File: config.mk
export PLATFORM = sky130hd
export DESIGN_NAME = imurd_top
export DESIGN_NICKNAME = d
export VERILOG_FILES = /design/src/hdl/imurd_pkg.sv /design/src/hdl/imurd_sync.sv /design/src/hdl/imurd_mem.sv /design/src/hdl/imurd_top.sv
export SDC_FILE = /design/constraint.sdc
export NUM_CORES = 1
export LEC_CHECK = 0
export BUFFER_PORTS_ARGS = -buffer_cell sky130_fd_sc_hd__buf_2
export CAP_MARGIN = 20
export CORE_ASPECT_RATIO = 1.5
export CORE_MARGIN = 3
export CORE_UTILIZATION = 41
export CTS_BUF_LIST = sky130_fd_sc_hd__clkbuf_8
export DETAILED_ROUTE_END_ITERATION = 12
export GPL_TIMING_DRIVEN = 0
export PLACE_DENSITY = 0.67
export RECOVER_POWER = 50
export SETUP_SLACK_MARGIN = 0.1
export SLEW_MARGIN = 10
export SYNTH_ARGS = -nofsm -noshare
export SYNTH_HDL_FRONTEND = slang
export SYNTH_SLANG_ARGS = --single-unit
export TNS_END_PERCENT = 1
File: constraint.sdc
create_clock -name clk -period 14.3 [get_ports clk]
set_input_delay 2.145 -clock clk [delete_from_list [all_inputs] [get_ports clk]]
set_output_delay 2.145 -clock clk [all_outputs]
set_load 0.005 [all_outputs]
File: src/hdl/imurd_pkg.sv
// Constants and types shared by the inertial burst readout block.
// How it works
// Master opens a burst with word 0x3E00.
// Burst sends one 16-bit word per frame.
// Eleven output words in ascending address order.
// New-sample flag marks unread register contents.
// Alarm flag mirrors any diagnostic status bit.
// Supply sample: 12-bit unsigned, low bits.
// Rate samples: 14-bit signed, low bits.
// Rate scale follows the selected range.
// Acceleration samples: 14-bit signed, low bits.
// Temperature samples: 12-bit signed, zero at 25C.
// Auxiliary converter: 12-bit unsigned, low bits.
// Rate bias: 13-bit signed, top bits zero.
// Rate bias is added to each rate sample.
// Rate bias registers reset to zero.
// Master writes a bias as two bytes.
// Read command: zero, address, ignored byte.
// Read answer comes in the following frame.
// Write command stores low byte at address.
// Frame after a write returns zero.
// Flags in bits 15 and 14, sample right-justified.
// Shifting a word out clears its flag.
// Chip select rising ends the burst.
package imurd_pkg;
  localparam int WORD_W = 16;
  localparam int RATE_W = 14;
  localparam int BIAS_W = 13;
  localparam int N_OUT = 11;
  localparam int IW = 4;
  localparam int N_BIAS = 3;
  localparam logic [4:0] BIT_LAST = 5'h0f;
  localparam logic [6:0] ADDR_FIRST = 7'h02;
  localparam logic [6:0] ADDR_LAST = 7'h17;
  localparam logic [6:0] ADDR_BIAS_LO = 7'h1a;
  localparam logic [6:0] ADDR_BIAS_HI = 7'h1f;
  localparam logic [6:0] ADDR_BURST = 7'h3e;
  localparam logic [5:0] WORD_FIRST = 6'h01;
  localparam logic [1:0] BIAS_FIRST = 2'h1;
  localparam logic [IW-1:0] IDX_FIRST = 4'h0;
  localparam logic [IW-1:0] IDX_RATE1 = 4'h1;
  localparam logic [IW-1:0] IDX_RATE3 = 4'h3;
  localparam logic [IW-1:0] IDX_ACC3 = 4'h6;
  localparam logic [RATE_W-1:0] MASK14 = 14'h3fff;
  localparam logic [RATE_W-1:0] MASK12 = 14'h0fff;
  localparam logic [BIAS_W-1:0] BIAS_RST = 13'h0000;
  localparam logic [2:0] RANGE_MID = 3'h2;
  localparam logic [2:0] RANGE_NARROW = 3'h1;
  localparam logic [WORD_W-1:0] CMD_BURST = 16'h3e00;

  typedef enum logic [1:0] {
    ST_SINGLE = 2'b01,
    ST_BURST = 2'b10
  } imurd_mode_t;

  typedef enum logic [2:0] {
    SRC_OUT = 3'b001,
    SRC_BIAS = 3'b010,
    SRC_ZERO = 3'b100
  } imurd_src_t;

  typedef struct packed {
    logic [IW-1:0] sel;
    logic [WORD_W-1:0] raw;
  } imurd_smp_t;

  typedef struct packed {
    logic wr;
    logic [6:0] addr;
    logic [7:0] data;
  } imurd_cmd_t;
endpackage

File: src/hdl/imurd_sync.sv
`timescale 1ns/1ps
// Three-stage synchroniser whose level moves when stages two and three agree.
module imurd_sync #(
  parameter logic INIT = 1'b0
) (
  // Clock and control.
  input wire logic clk,
  input wire logic sys_rst,
  input wire logic ce,
  // Pin and filtered level.
  input wire logic async_in,
  output logic level
);
  logic [2:0] sh_ff;
  logic level_ff;

  always_ff @(posedge clk) begin
    if (sys_rst) begin
      sh_ff <= {3{INIT}};
    end else if (ce) begin
      sh_ff <= {sh_ff[1:0], async_in};
    end
  end

  always_ff @(posedge clk) begin
    if (sys_rst) begin
      level_ff <= INIT;
    end else if (ce && (sh_ff[1] == sh_ff[2])) begin
      level_ff <= sh_ff[2];
    end
  end

  assign level = level_ff;
endmodule

File: src/hdl/imurd_mem.sv
`timescale 1ns/1ps
// Sample store with one write port and a registered read port.
module imurd_mem #(
  parameter int WIDTH = 14,
  parameter int DEPTH = 11,
  parameter int AW = 4
) (
  // Clock and control.
  input wire logic clk,
  input wire logic sys_rst,
  input wire logic ce,
  // Write port.
  input wire logic wr_en,
  input wire logic [AW-1:0] wr_idx,
  input wire logic [WIDTH-1:0] wr_data,
  // Read port.
  input wire logic [AW-1:0] rd_idx,
  output logic [WIDTH-1:0] rd_data
);
  logic [WIDTH-1:0] mem_ff [DEPTH];
  logic [WIDTH-1:0] rd_data_ff;

  if (DEPTH < 1 || DEPTH > (1 << AW)) begin : g_bad_depth
    $error("imurd_mem: depth does not fit the index width");
  end

  always_ff @(posedge clk) begin
    if (sys_rst) begin
      for (int i = 0; i < DEPTH; i++) begin
        mem_ff[i] <= '0;
      end
    end else if (ce && wr_en && (wr_idx < AW'(DEPTH))) begin
      mem_ff[wr_idx] <= wr_data;
    end
  end

  always_ff @(posedge clk) begin
    if (sys_rst) begin
      rd_data_ff <= '0;
    end else if (ce) begin
      rd_data_ff <= (rd_idx < AW'(DEPTH)) ? mem_ff[rd_idx] : '0;
    end
  end

  assign rd_data = rd_data_ff;
endmodule

File: src/hdl/imurd_top.sv
`timescale 1ns/1ps
// Serial slave that returns sample words, bursts all of them and holds rate bias.
module imurd_top
  import imurd_pkg::*;
#(
  parameter int N_WORDS = N_OUT
) (
  // Clock, reset and enable.
  input wire logic clk,
  input wire logic sys_rst,
  input wire logic ce,
  // Serial link pins.
  input wire logic sclk,
  input wire logic cs_n,
  input wire logic din,
  output logic dout,
  output logic dout_oe_n,
  // Sensor side.
  input wire logic smp_valid,
  input wire imurd_smp_t smp,
  input wire logic [WORD_W-1:0] diag_status,
  input wire logic [2:0] range_sel,
  // Status.
  output logic burst_active
);
  if (N_WORDS < 1 || N_WORDS > N_OUT) begin : g_bad_words
    $error("imurd_top: word count outside the address map");
  end

  // ****************************************
  // Pin synchronisers and edge detection.
  // ****************************************
  logic sclk_s;
  logic cs_n_s;
  logic din_s;
  logic sclk_d_ff;
  logic cs_d_ff;
  logic sclk_rise;
  logic sclk_fall;
  logic cs_rise;

  imurd_sync #(.INIT(1'b1)) u_sync_sclk (
    .clk(clk),
    .sys_rst(sys_rst),
    .ce(ce),
    .async_in(sclk),
    .level(sclk_s)
  );

  imurd_sync #(.INIT(1'b1)) u_sync_cs (
    .clk(clk),
    .sys_rst(sys_rst),
    .ce(ce),
    .async_in(cs_n),
    .level(cs_n_s)
  );

  imurd_sync #(.INIT(1'b0)) u_sync_din (
    .clk(clk),
    .sys_rst(sys_rst),
    .ce(ce),
    .async_in(din),
    .level(din_s)
  );

  always_ff @(posedge clk) begin
    if (sys_rst) begin
      sclk_d_ff <= 1'b1;
      cs_d_ff <= 1'b1;
    end else if (ce) begin
      sclk_d_ff <= sclk_s;
      cs_d_ff <= cs_n_s;
    end
  end

  assign sclk_rise = ce & sclk_s & ~sclk_d_ff & ~cs_n_s;
  assign sclk_fall = ce & ~sclk_s & sclk_d_ff & ~cs_n_s;
  assign cs_rise = ce & cs_n_s & ~cs_d_ff;

  // ****************************************
  // Receive framing.
  // ****************************************
  logic [4:0] bit_cnt_ff;
  logic [WORD_W-1:0] rx_ff;
  logic [WORD_W-1:0] rx_word;
  logic cmd_take;
  imurd_cmd_t cmd;

  assign rx_word = {rx_ff[WORD_W-2:0], din_s};
  assign cmd = rx_word;
  assign cmd_take = sclk_rise && (bit_cnt_ff == BIT_LAST);

  // Sixteen-bit frames.
  always_ff @(posedge clk) begin
    if (sys_rst) begin
      bit_cnt_ff <= '0;
      rx_ff <= '0;
    end else if (ce) begin
      if (cs_n_s) begin
        bit_cnt_ff <= '0;
      end else if (sclk_rise) begin
        rx_ff <= rx_word;
        if (bit_cnt_ff == BIT_LAST) begin
          bit_cnt_ff <= '0;
        end else begin
          bit_cnt_ff <= bit_cnt_ff + 5'h01;
        end
      end
    end
  end

  // ****************************************
  // Command decode and burst sequencing.
  // ****************************************
  imurd_mode_t mode_ff;
  imurd_src_t src_ff;
  logic [IW-1:0] burst_idx_ff;
  logic [IW-1:0] rd_idx_ff;
  logic [IW-1:0] addr_idx;
  logic [IW-1:0] last_idx;
  logic [5:0] word_addr;
  logic addr_out;
  logic addr_bias;

  assign word_addr = cmd.addr[6:1] - WORD_FIRST;
  assign addr_idx = word_addr[IW-1:0];
  assign last_idx = IW'(N_WORDS - 1);
  assign addr_out = (cmd.addr >= ADDR_FIRST) && (cmd.addr <= ADDR_LAST)
                    && (word_addr < 6'(N_WORDS));
  assign addr_bias = (cmd.addr >= ADDR_BIAS_LO) && (cmd.addr <= ADDR_BIAS_HI);

  always_ff @(posedge clk) begin
    if (sys_rst) begin
      mode_ff <= ST_SINGLE;
      src_ff <= SRC_ZERO;
      burst_idx_ff <= IDX_FIRST;
      rd_idx_ff <= IDX_FIRST;
    end else if (ce) begin
      if (cs_rise) begin
        // Chip select ends burst.
        mode_ff <= ST_SINGLE;
      end else if (cmd_take) begin
        if (mode_ff == ST_BURST) begin
          // Ascending burst order.
          src_ff <= SRC_OUT;
          rd_idx_ff <= burst_idx_ff;
          burst_idx_ff <= burst_idx_ff + 4'h1;
          if (burst_idx_ff == last_idx) begin
            mode_ff <= ST_SINGLE;
          end
        end else if (cmd.wr) begin
          // Zero after write.
          src_ff <= SRC_ZERO;
        end else if (cmd.addr == ADDR_BURST) begin
          // Burst start loads first word.
          mode_ff <= ST_BURST;
          src_ff <= SRC_OUT;
          rd_idx_ff <= IDX_FIRST;
          burst_idx_ff <= IDX_FIRST + 4'h1;
        end else if (addr_out) begin
          // Single read answer.
          src_ff <= SRC_OUT;
          rd_idx_ff <= addr_idx;
        end else if (addr_bias) begin
          src_ff <= SRC_BIAS;
          rd_idx_ff <= IW'(cmd.addr[2:1] - BIAS_FIRST);
        end else begin
          src_ff <= SRC_ZERO;
        end
      end
    end
  end

  // ****************************************
  // Rate bias registers.
  // ****************************************
  logic [BIAS_W-1:0] bias_ff [N_BIAS];
  logic wr_bias;
  logic [1:0] wr_bsel;

  assign wr_bias = cmd_take && (mode_ff == ST_SINGLE) && cmd.wr && addr_bias;
  assign wr_bsel = cmd.addr[2:1] - BIAS_FIRST;

  always_ff @(posedge clk) begin
    if (sys_rst) begin
      // Bias clears on reset.
      for (int k = 0; k < N_BIAS; k++) begin
        bias_ff[k] <= BIAS_RST;
      end
    end else if (ce && wr_bias) begin
      for (int k = 0; k < N_BIAS; k++) begin
        if (wr_bsel == 2'(k)) begin
          // Byte write store.
          if (cmd.addr[0]) begin
            bias_ff[k][BIAS_W-1:8] <= cmd.data[BIAS_W-9:0];
          end else begin
            bias_ff[k][7:0] <= cmd.data;
          end
        end
      end
    end
  end

  // ****************************************
  // Sample intake with bias correction.
  // ****************************************
  logic is_rate;
  logic smp_wr;
  logic [1:0] smp_bsel;
  logic signed [RATE_W-1:0] bias_ext;
  logic signed [RATE_W-1:0] corr;
  logic [RATE_W-1:0] smp_store;
  logic [RATE_W-1:0] rd_data;

  assign is_rate = (smp.sel >= IDX_RATE1) && (smp.sel <= IDX_RATE3);
  assign smp_wr = smp_valid && (smp.sel < IW'(N_WORDS));

  always_comb begin
    smp_bsel = is_rate ? 2'(smp.sel - IDX_RATE1) : 2'h0;
    bias_ext = {{(RATE_W - BIAS_W){bias_ff[smp_bsel][BIAS_W-1]}}, bias_ff[smp_bsel]};
    // Bias scaled to the range.
    if (range_sel == RANGE_NARROW) begin
      corr = bias_ext;
    end else if (range_sel == RANGE_MID) begin
      corr = bias_ext >>> 1;
    end else begin
      corr = bias_ext >>> 2;
    end
    // Bias added to rate.
    if (is_rate) begin
      smp_store = smp.raw[RATE_W-1:0] + corr;
    end else begin
      smp_store = smp.raw[RATE_W-1:0];
    end
  end

  imurd_mem #(.WIDTH(RATE_W), .DEPTH(N_WORDS), .AW(IW)) u_mem (
    .clk(clk),
    .sys_rst(sys_rst),
    .ce(ce),
    .wr_en(smp_wr),
    .wr_idx(smp.sel),
    .wr_data(smp_store),
    .rd_idx(rd_idx_ff),
    .rd_data(rd_data)
  );

  // ****************************************
  // Flags.
  // ****************************************
  logic [1:0] ld_ff;
  logic [N_WORDS-1:0] nd_ff;
  logic ea_ff;
  logic ld_out;

  assign ld_out = ld_ff[1] && (src_ff == SRC_OUT);

  always_ff @(posedge clk) begin
    if (sys_rst) begin
      ld_ff <= '0;
      ea_ff <= 1'b0;
    end else if (ce) begin
      ld_ff <= {ld_ff[0], cmd_take};
      // Alarm from diagnostics.
      ea_ff <= |diag_status;
    end
  end

  always_ff @(posedge clk) begin
    if (sys_rst) begin
      nd_ff <= '0;
    end else if (ce) begin
      for (int k = 0; k < N_WORDS; k++) begin
        if (smp_wr && (smp.sel == IW'(k))) begin
          // Fresh sample sets flag.
          nd_ff[k] <= 1'b1;
        end else if (ld_out && (rd_idx_ff == IW'(k))) begin
          // Shifted word clears flag.
          nd_ff[k] <= 1'b0;
        end
      end
    end
  end

  // ****************************************
  // Transmit word build and shifting.
  // ****************************************
  logic [WORD_W-1:0] tx_word_ff;
  logic [WORD_W-1:0] tx_sr_ff;
  logic [RATE_W-1:0] field_mask;
  logic dout_ff;
  logic dout_oe_n_ff;

  // Field width by word.
  assign field_mask = (rd_idx_ff >= IDX_RATE1 && rd_idx_ff <= IDX_ACC3) ? MASK14 : MASK12;

  always_ff @(posedge clk) begin
    if (sys_rst) begin
      tx_word_ff <= '0;
    end else if (ce && ld_ff[1]) begin
      if (src_ff == SRC_OUT) begin
        // Flag and field layout.
        tx_word_ff <= {nd_ff[rd_idx_ff], ea_ff, rd_data & field_mask};
      end else if (src_ff == SRC_BIAS) begin
        // Bias upper bits zero.
        tx_word_ff <= {3'h0, bias_ff[rd_idx_ff[1:0]]};
      end else begin
        tx_word_ff <= '0;
      end
    end
  end

  always_ff @(posedge clk) begin
    if (sys_rst) begin
      tx_sr_ff <= '0;
      dout_ff <= 1'b0;
    end else if (ce && sclk_fall) begin
      if (bit_cnt_ff == 5'h00) begin
        dout_ff <= tx_word_ff[WORD_W-1];
        tx_sr_ff <= {tx_word_ff[WORD_W-2:0], 1'b0};
      end else begin
        dout_ff <= tx_sr_ff[WORD_W-1];
        tx_sr_ff <= {tx_sr_ff[WORD_W-2:0], 1'b0};
      end
    end
  end

  always_ff @(posedge clk) begin
    if (sys_rst) begin
      dout_oe_n_ff <= 1'b1;
    end else if (ce) begin
      dout_oe_n_ff <= cs_n_s;
    end
  end

  assign dout = dout_ff;
  assign dout_oe_n = dout_oe_n_ff;
  assign burst_active = mode_ff[1];
endmodule

Word-level counts from Yosys, hierarchy flattened
Memories as Yosys holds them, arrays and structs flattened. A register that Yosys moved wholly into a read port is not among the register bits.
Cells that the tools add are included.

word-level totals
  bits of input ports = 46
  memory bits (writable) = 193
  bits in latches = 0
  ROM bits = 0
  register bits after elaboration = 108
  memories kept = 2

memory list
  name          words  bits a word  read ports  clocked after Yosys merged registers in  wr ports  line              source
  u_mem.mem_ff  11     14           1           1                                        11        imurd_mem.sv:20   logic [WIDTH-1:0] mem_ff [DEPTH];
  bias_ff       3      13           2           1                                        3         imurd_top.sv:177  logic [BIAS_W-1:0] bias_ff [N_BIAS];

operators by class
  bitwise operators = 20
  muxes and demuxes = 100
  equal/unequal tests = 37
  magnitude comparators = 12
  add/subtract/negate cells = 7
  multipliers = 0
  reductions and logical operators = 80
  shifts and indexed selects = 0
  divide/modulo/power cells = 0

operators with widths
  kind                                                                              count
  1-bit 2-to-1 mux                                                                  56
  14-bit 2-to-1 mux                                                                 4
  4-bit 2-to-1 mux                                                                  11
  1-bit logical AND                                                                 41
  4-bit by 3-bit == test with 1-bit output, second input constant                   8
  16-bit 2-to-1 mux                                                                 2
  5-bit 2-to-1 mux                                                                  6
  4-bit == test, second input constant                                              7
  2-bit nonzero test                                                                14
  8-bit 2-to-1 mux                                                                  3
  2-bit AND reduction                                                               12
  2-bit 2-to-1 mux                                                                  9
  4-bit by 2-bit == test with 1-bit output, second input constant                   4
  16-bit OR reduction                                                               1
  3-bit 2-to-1 mux                                                                  5
  5-bit AND reduction                                                               3
  14-bit adder                                                                      1
  14-bit bitwise AND                                                                1
  7-bit by 5-bit less-or-equal comparator with 1-bit output, second input constant  2
  14-bit OR reduction                                                               1
  13-bit 2-to-1 mux                                                                 1
  12-bit 2-to-1 mux                                                                 1
  11-bit 2-to-1 mux                                                                 1
  1-bit bitwise AND                                                                 8
  32 further kinds                                                                  54

Depth between registers and ports, before layout
  depth after elaboration = 12
  gate-level depth with buffers = 20
  mapped depth without buffers = 16

Modules after synthesis
From an unflattened synthesis, not the netlist that was laid out.

second synthesis, totals
  cell total of the unflattened synthesis = 1475
  area, all modules = 14930.6 um2

modules (own cells, without submodules)
  module                      instances  cells each  area an instance (um2)
  imurd_mem                   1          574         7273.2
  imurd_top                   1          855         7190.6
  imurd_sync (u_sync_cs ...)  2          15          147.6
  imurd_sync (u_sync_din)     1          16          171.4

Least setup slack after synthesis
No wires, ideal clock.

  path kind = input to register
  start = in smp[16] (netlist bit)
  end = mem u_mem.mem_ff[11][12] (data pin)
  arrival = 5702 ps
  path buffers = 3
  data required time = 14002 ps
  setup slack = 8300 ps
  stages on the path = 18
  cell sequence = clkbuf_1 inv_1 ha_1 clkbuf_1 and2_1 nor3_4 buf_2 a2bb2oi_2 and2_1 a211oi_1 o22ai_1 fa_1 nand3_1 a211oi_1 nor3_1 nor4_1 o31ai_2 inv_1

RTL lines
  what         line             source
  from (decl)  imurd_top.sv:20  input wire imurd_smp_t smp,
  to (decl)    imurd_mem.sv:20

==> results.md <==
- Largest net degree at the start of global routing: 16
- Critical Path End Type: register
- Final WL: 47.5 mm
- Drt initial violations: 1,022
- Worst Path Arrival: 8120 ps
- Slew headroom: 10.8%
- Max stage delay cell, worst path: o31ai_2
- Final worst setup slack: 6470 ps
- Setup TNS: 0 ps
- Total track usage: 21.0%
- Die area: 0.0446 mm^2
- Setup Fix Bufs, Post-CTS: 0
- Via density per instance: 5.53
- Synthesis warning total: 0
- Share of layout cells above drive strength 1: 12.6%
- Num CTS Buffers: 56
- H-tree depth: 2
- Netlist cell types: 79
- Starting density of the core: 41.7%
- Root Driver: clkbuf_8
- RSZ-0062 raised after global routing: false
- First-pass GRT wire length: 72.7 mm
- Residual DRC: 0
- Max Transition Viols Final: 0
- Core Util, Final: 47.2%
- Crit path kind: input pin to register
- Post-CTS resize count: 0
- Max-cap viol count: 0
- Final setup skew: 28.0 ps
- Synth area leader: edfxtp_1
- Top area cells in the synthesized netlist: edfxtp_1, dfxtp_1, mux4_2
- Initial antenna violation count: 3
- Worst Max-Slew Pin Slew: 1340 ps
- Worst Hold Class: register to register
- Maximum VDD drop: 0.0000596 V
- Worst-path clk slew: 60 ps
- Clk buf depth: 3
- Leakage: 7.03 nW
- Top FF cell, synth: edfxtp_1
- Crit path launch type: input pin
- Die width: 174 um
- Status: complete, no violations
- Flops & latches, synth: 374
- Die height: 257 um
- Worst skew pair latency: 610 ps
- P per Cell Area: 115 mW/mm^2
- CTS sink count: 374
- DR WL/cell: 21.1 um
- Via count: 12.4k
- Yosys top cell area share: 43.3%
- PortBufs: 44
- Async SR Flop Fraction: 0%
- Drt pass-1 iters: 7
- Period minus WS final: 7830 ps
- Crit-path cells: clkbuf_1, clkbuf_1, inv_1, ha_1, clkbuf_1, nand2b_1, clkbuf_1, o22ai_1, a2bb2oi_1, or3_1, o21ai_0, a21oi_1, ha_1, a21oi_1, a211oi_1, nor3_1, nor4_1, o31ai_2, inv_1
- Row count: 91
- Seq/Total Area, Yosys: 57.8%
- Post-synth EDFFs: 249
- CTS tree: built
- Final setup viols: 0
- CORE AREA: 0.0413 mm^2
- Nets: 1,714
- CP dominant cell by count: clkbuf_1
- Cell count after placement: 2,138
- Syn_area_per_cell: 11.7 um^2
- Commonest non-fill, non-tap cell in the layout: edfxtp_1
- Number of global-route vias before repair: 12.9k
- Detailed placement HPWL: 34.8 mm
- Final ANT Viol Nets: 0
- Final Power: 2.25 mW
- Period utilization: 54.7%
- I/O pin count: 49
- Final Wtd Congestion: 0.922
- Fin. Hold Viols: 0
- Cell Area, Synth: 0.0173 mm^2
- Crit-path max cell delay: 810 ps
- Area growth from synthesis to final layout: 13.0%
- Final Instance Count excl. Fillers: 2,247
- Grt total ovfl: 0
- CP required: 14,590 ps
- Fmax: 0.128 GHz
- Most frequent cells in the layout: edfxtp_1, nor2_1, nand2_1, dfxtp_1, clkbuf_1
- Post-CTS Hold Buffers: 0
- Cells after synthesis: 1,481
- Place WS: 6210 ps
- Crit path max fanout: 10
[worst paths after layout]
path                                          start                           endpoint  slack [ps]  cells after the start
setup / recovery                            smp[16]     u_mem.mem_ff[15][12]$_DFFE_PP_        6470                     19
setup reg to reg            bias_ff[2][4]$_DFFE_PP_     u_mem.mem_ff[15][12]$_DFFE_PP_       10030                     12
hold reg to reg   u_mem.mem_ff[10][12]$_SDFFE_PP0P_  u_mem.mem_ff[10][12]$_SDFFE_PP0P_         460                      2
hold / removal    u_mem.mem_ff[10][12]$_SDFFE_PP0P_  u_mem.mem_ff[10][12]$_SDFFE_PP0P_         460                      2
[cell type report]
cell class	count	area, um^2
sequential	374	9980
buffer	96	375
multi-input combinational	1003	6820
timing repair buffer	45	228
inverter	63	236
tap	558	698
clock inverter	40	269
antenna	3	7.51
clock buffer	65	895
fill	3805	21800
[power breakdown]
| group | internal [mW] | switching, mW | total, mW |
|---|---|---|---|
| logic | 0.0525 | 0.110 | 0.163 |
| registers | 1.18 | 0.0112 | 1.19 |
| clock network | 0.473 | 0.419 | 0.892 |
[per-layer routing]
metal	vias to the layer above	GRT usage, %	part of all wire, %
met1	6162	23.0	36
met5	-	0	0
li1	5755	-	-
met3	126	2.78	4.9
met2	391	39.1	53
met4	0	11.3	5.6
[synthesized netlist by cell type, types with 8 or more instances]
master and n:
dfxtp_1 125, o22ai_1 13, edfxtp_1 249, ha_1 28
clkbuf_1 73, nand2b_1 12, nor2_2 8, buf_1 9
o21bai_1 8, or3_1 12, mux4_2 72, mux2i_1 42
nor3_1 19, o21ai_0 74, nand2_1 148, a222oi_1 13
inv_1 61, nand3_1 28, a211oi_1 26, a21oi_1 69
buf_2 13, o31ai_1 9, nor4_1 10, nor2_1 218
and2_1 14
[state kept, by name, summed over array words and instances (netlist names), 3 cells and up, named ones only]
signal,flops
bit_cnt_ff,5
u_sync_cs.sh_ff,3
rx_ff,15
u_mem.mem_ff,224
u_sync_din.sh_ff,3
tx_word_ff,16
burst_idx_ff,4
u_mem.rd_data,14
tx_sr_ff,15
u_sync_sclk.sh_ff,3
nd_ff,11
rd_idx_ff,4
bias_ff,39
src_ff,3
[per-stage QoR]
stage	area (um^2)	hold slack, ps
after floorplan	17500	425
after global placement	18400	453
after detailed placement	18400	449
after CTS	19500	458
after global routing	19500	488
final	19500	456
[critical path: cells and delay by family]
kind,cells,cell delay [ps]
fa+ha+maj,2,690
buf+inv,6,2050
compound gates,7,2330
simple gates,4,900
[cells by family after synthesis]
family          count (synthesis)  synth area share, %
simple gates                  509                 13.2
flops                         374                 57.8
compound gates                287                 11.0
buf+inv                       159                 3.60
mux                           115                 11.9
fa+ha+maj                      29                 2.15
xor+xnor                        7                0.355
other cells                     1               0.0217
Power figures use the tool's default switching activity.
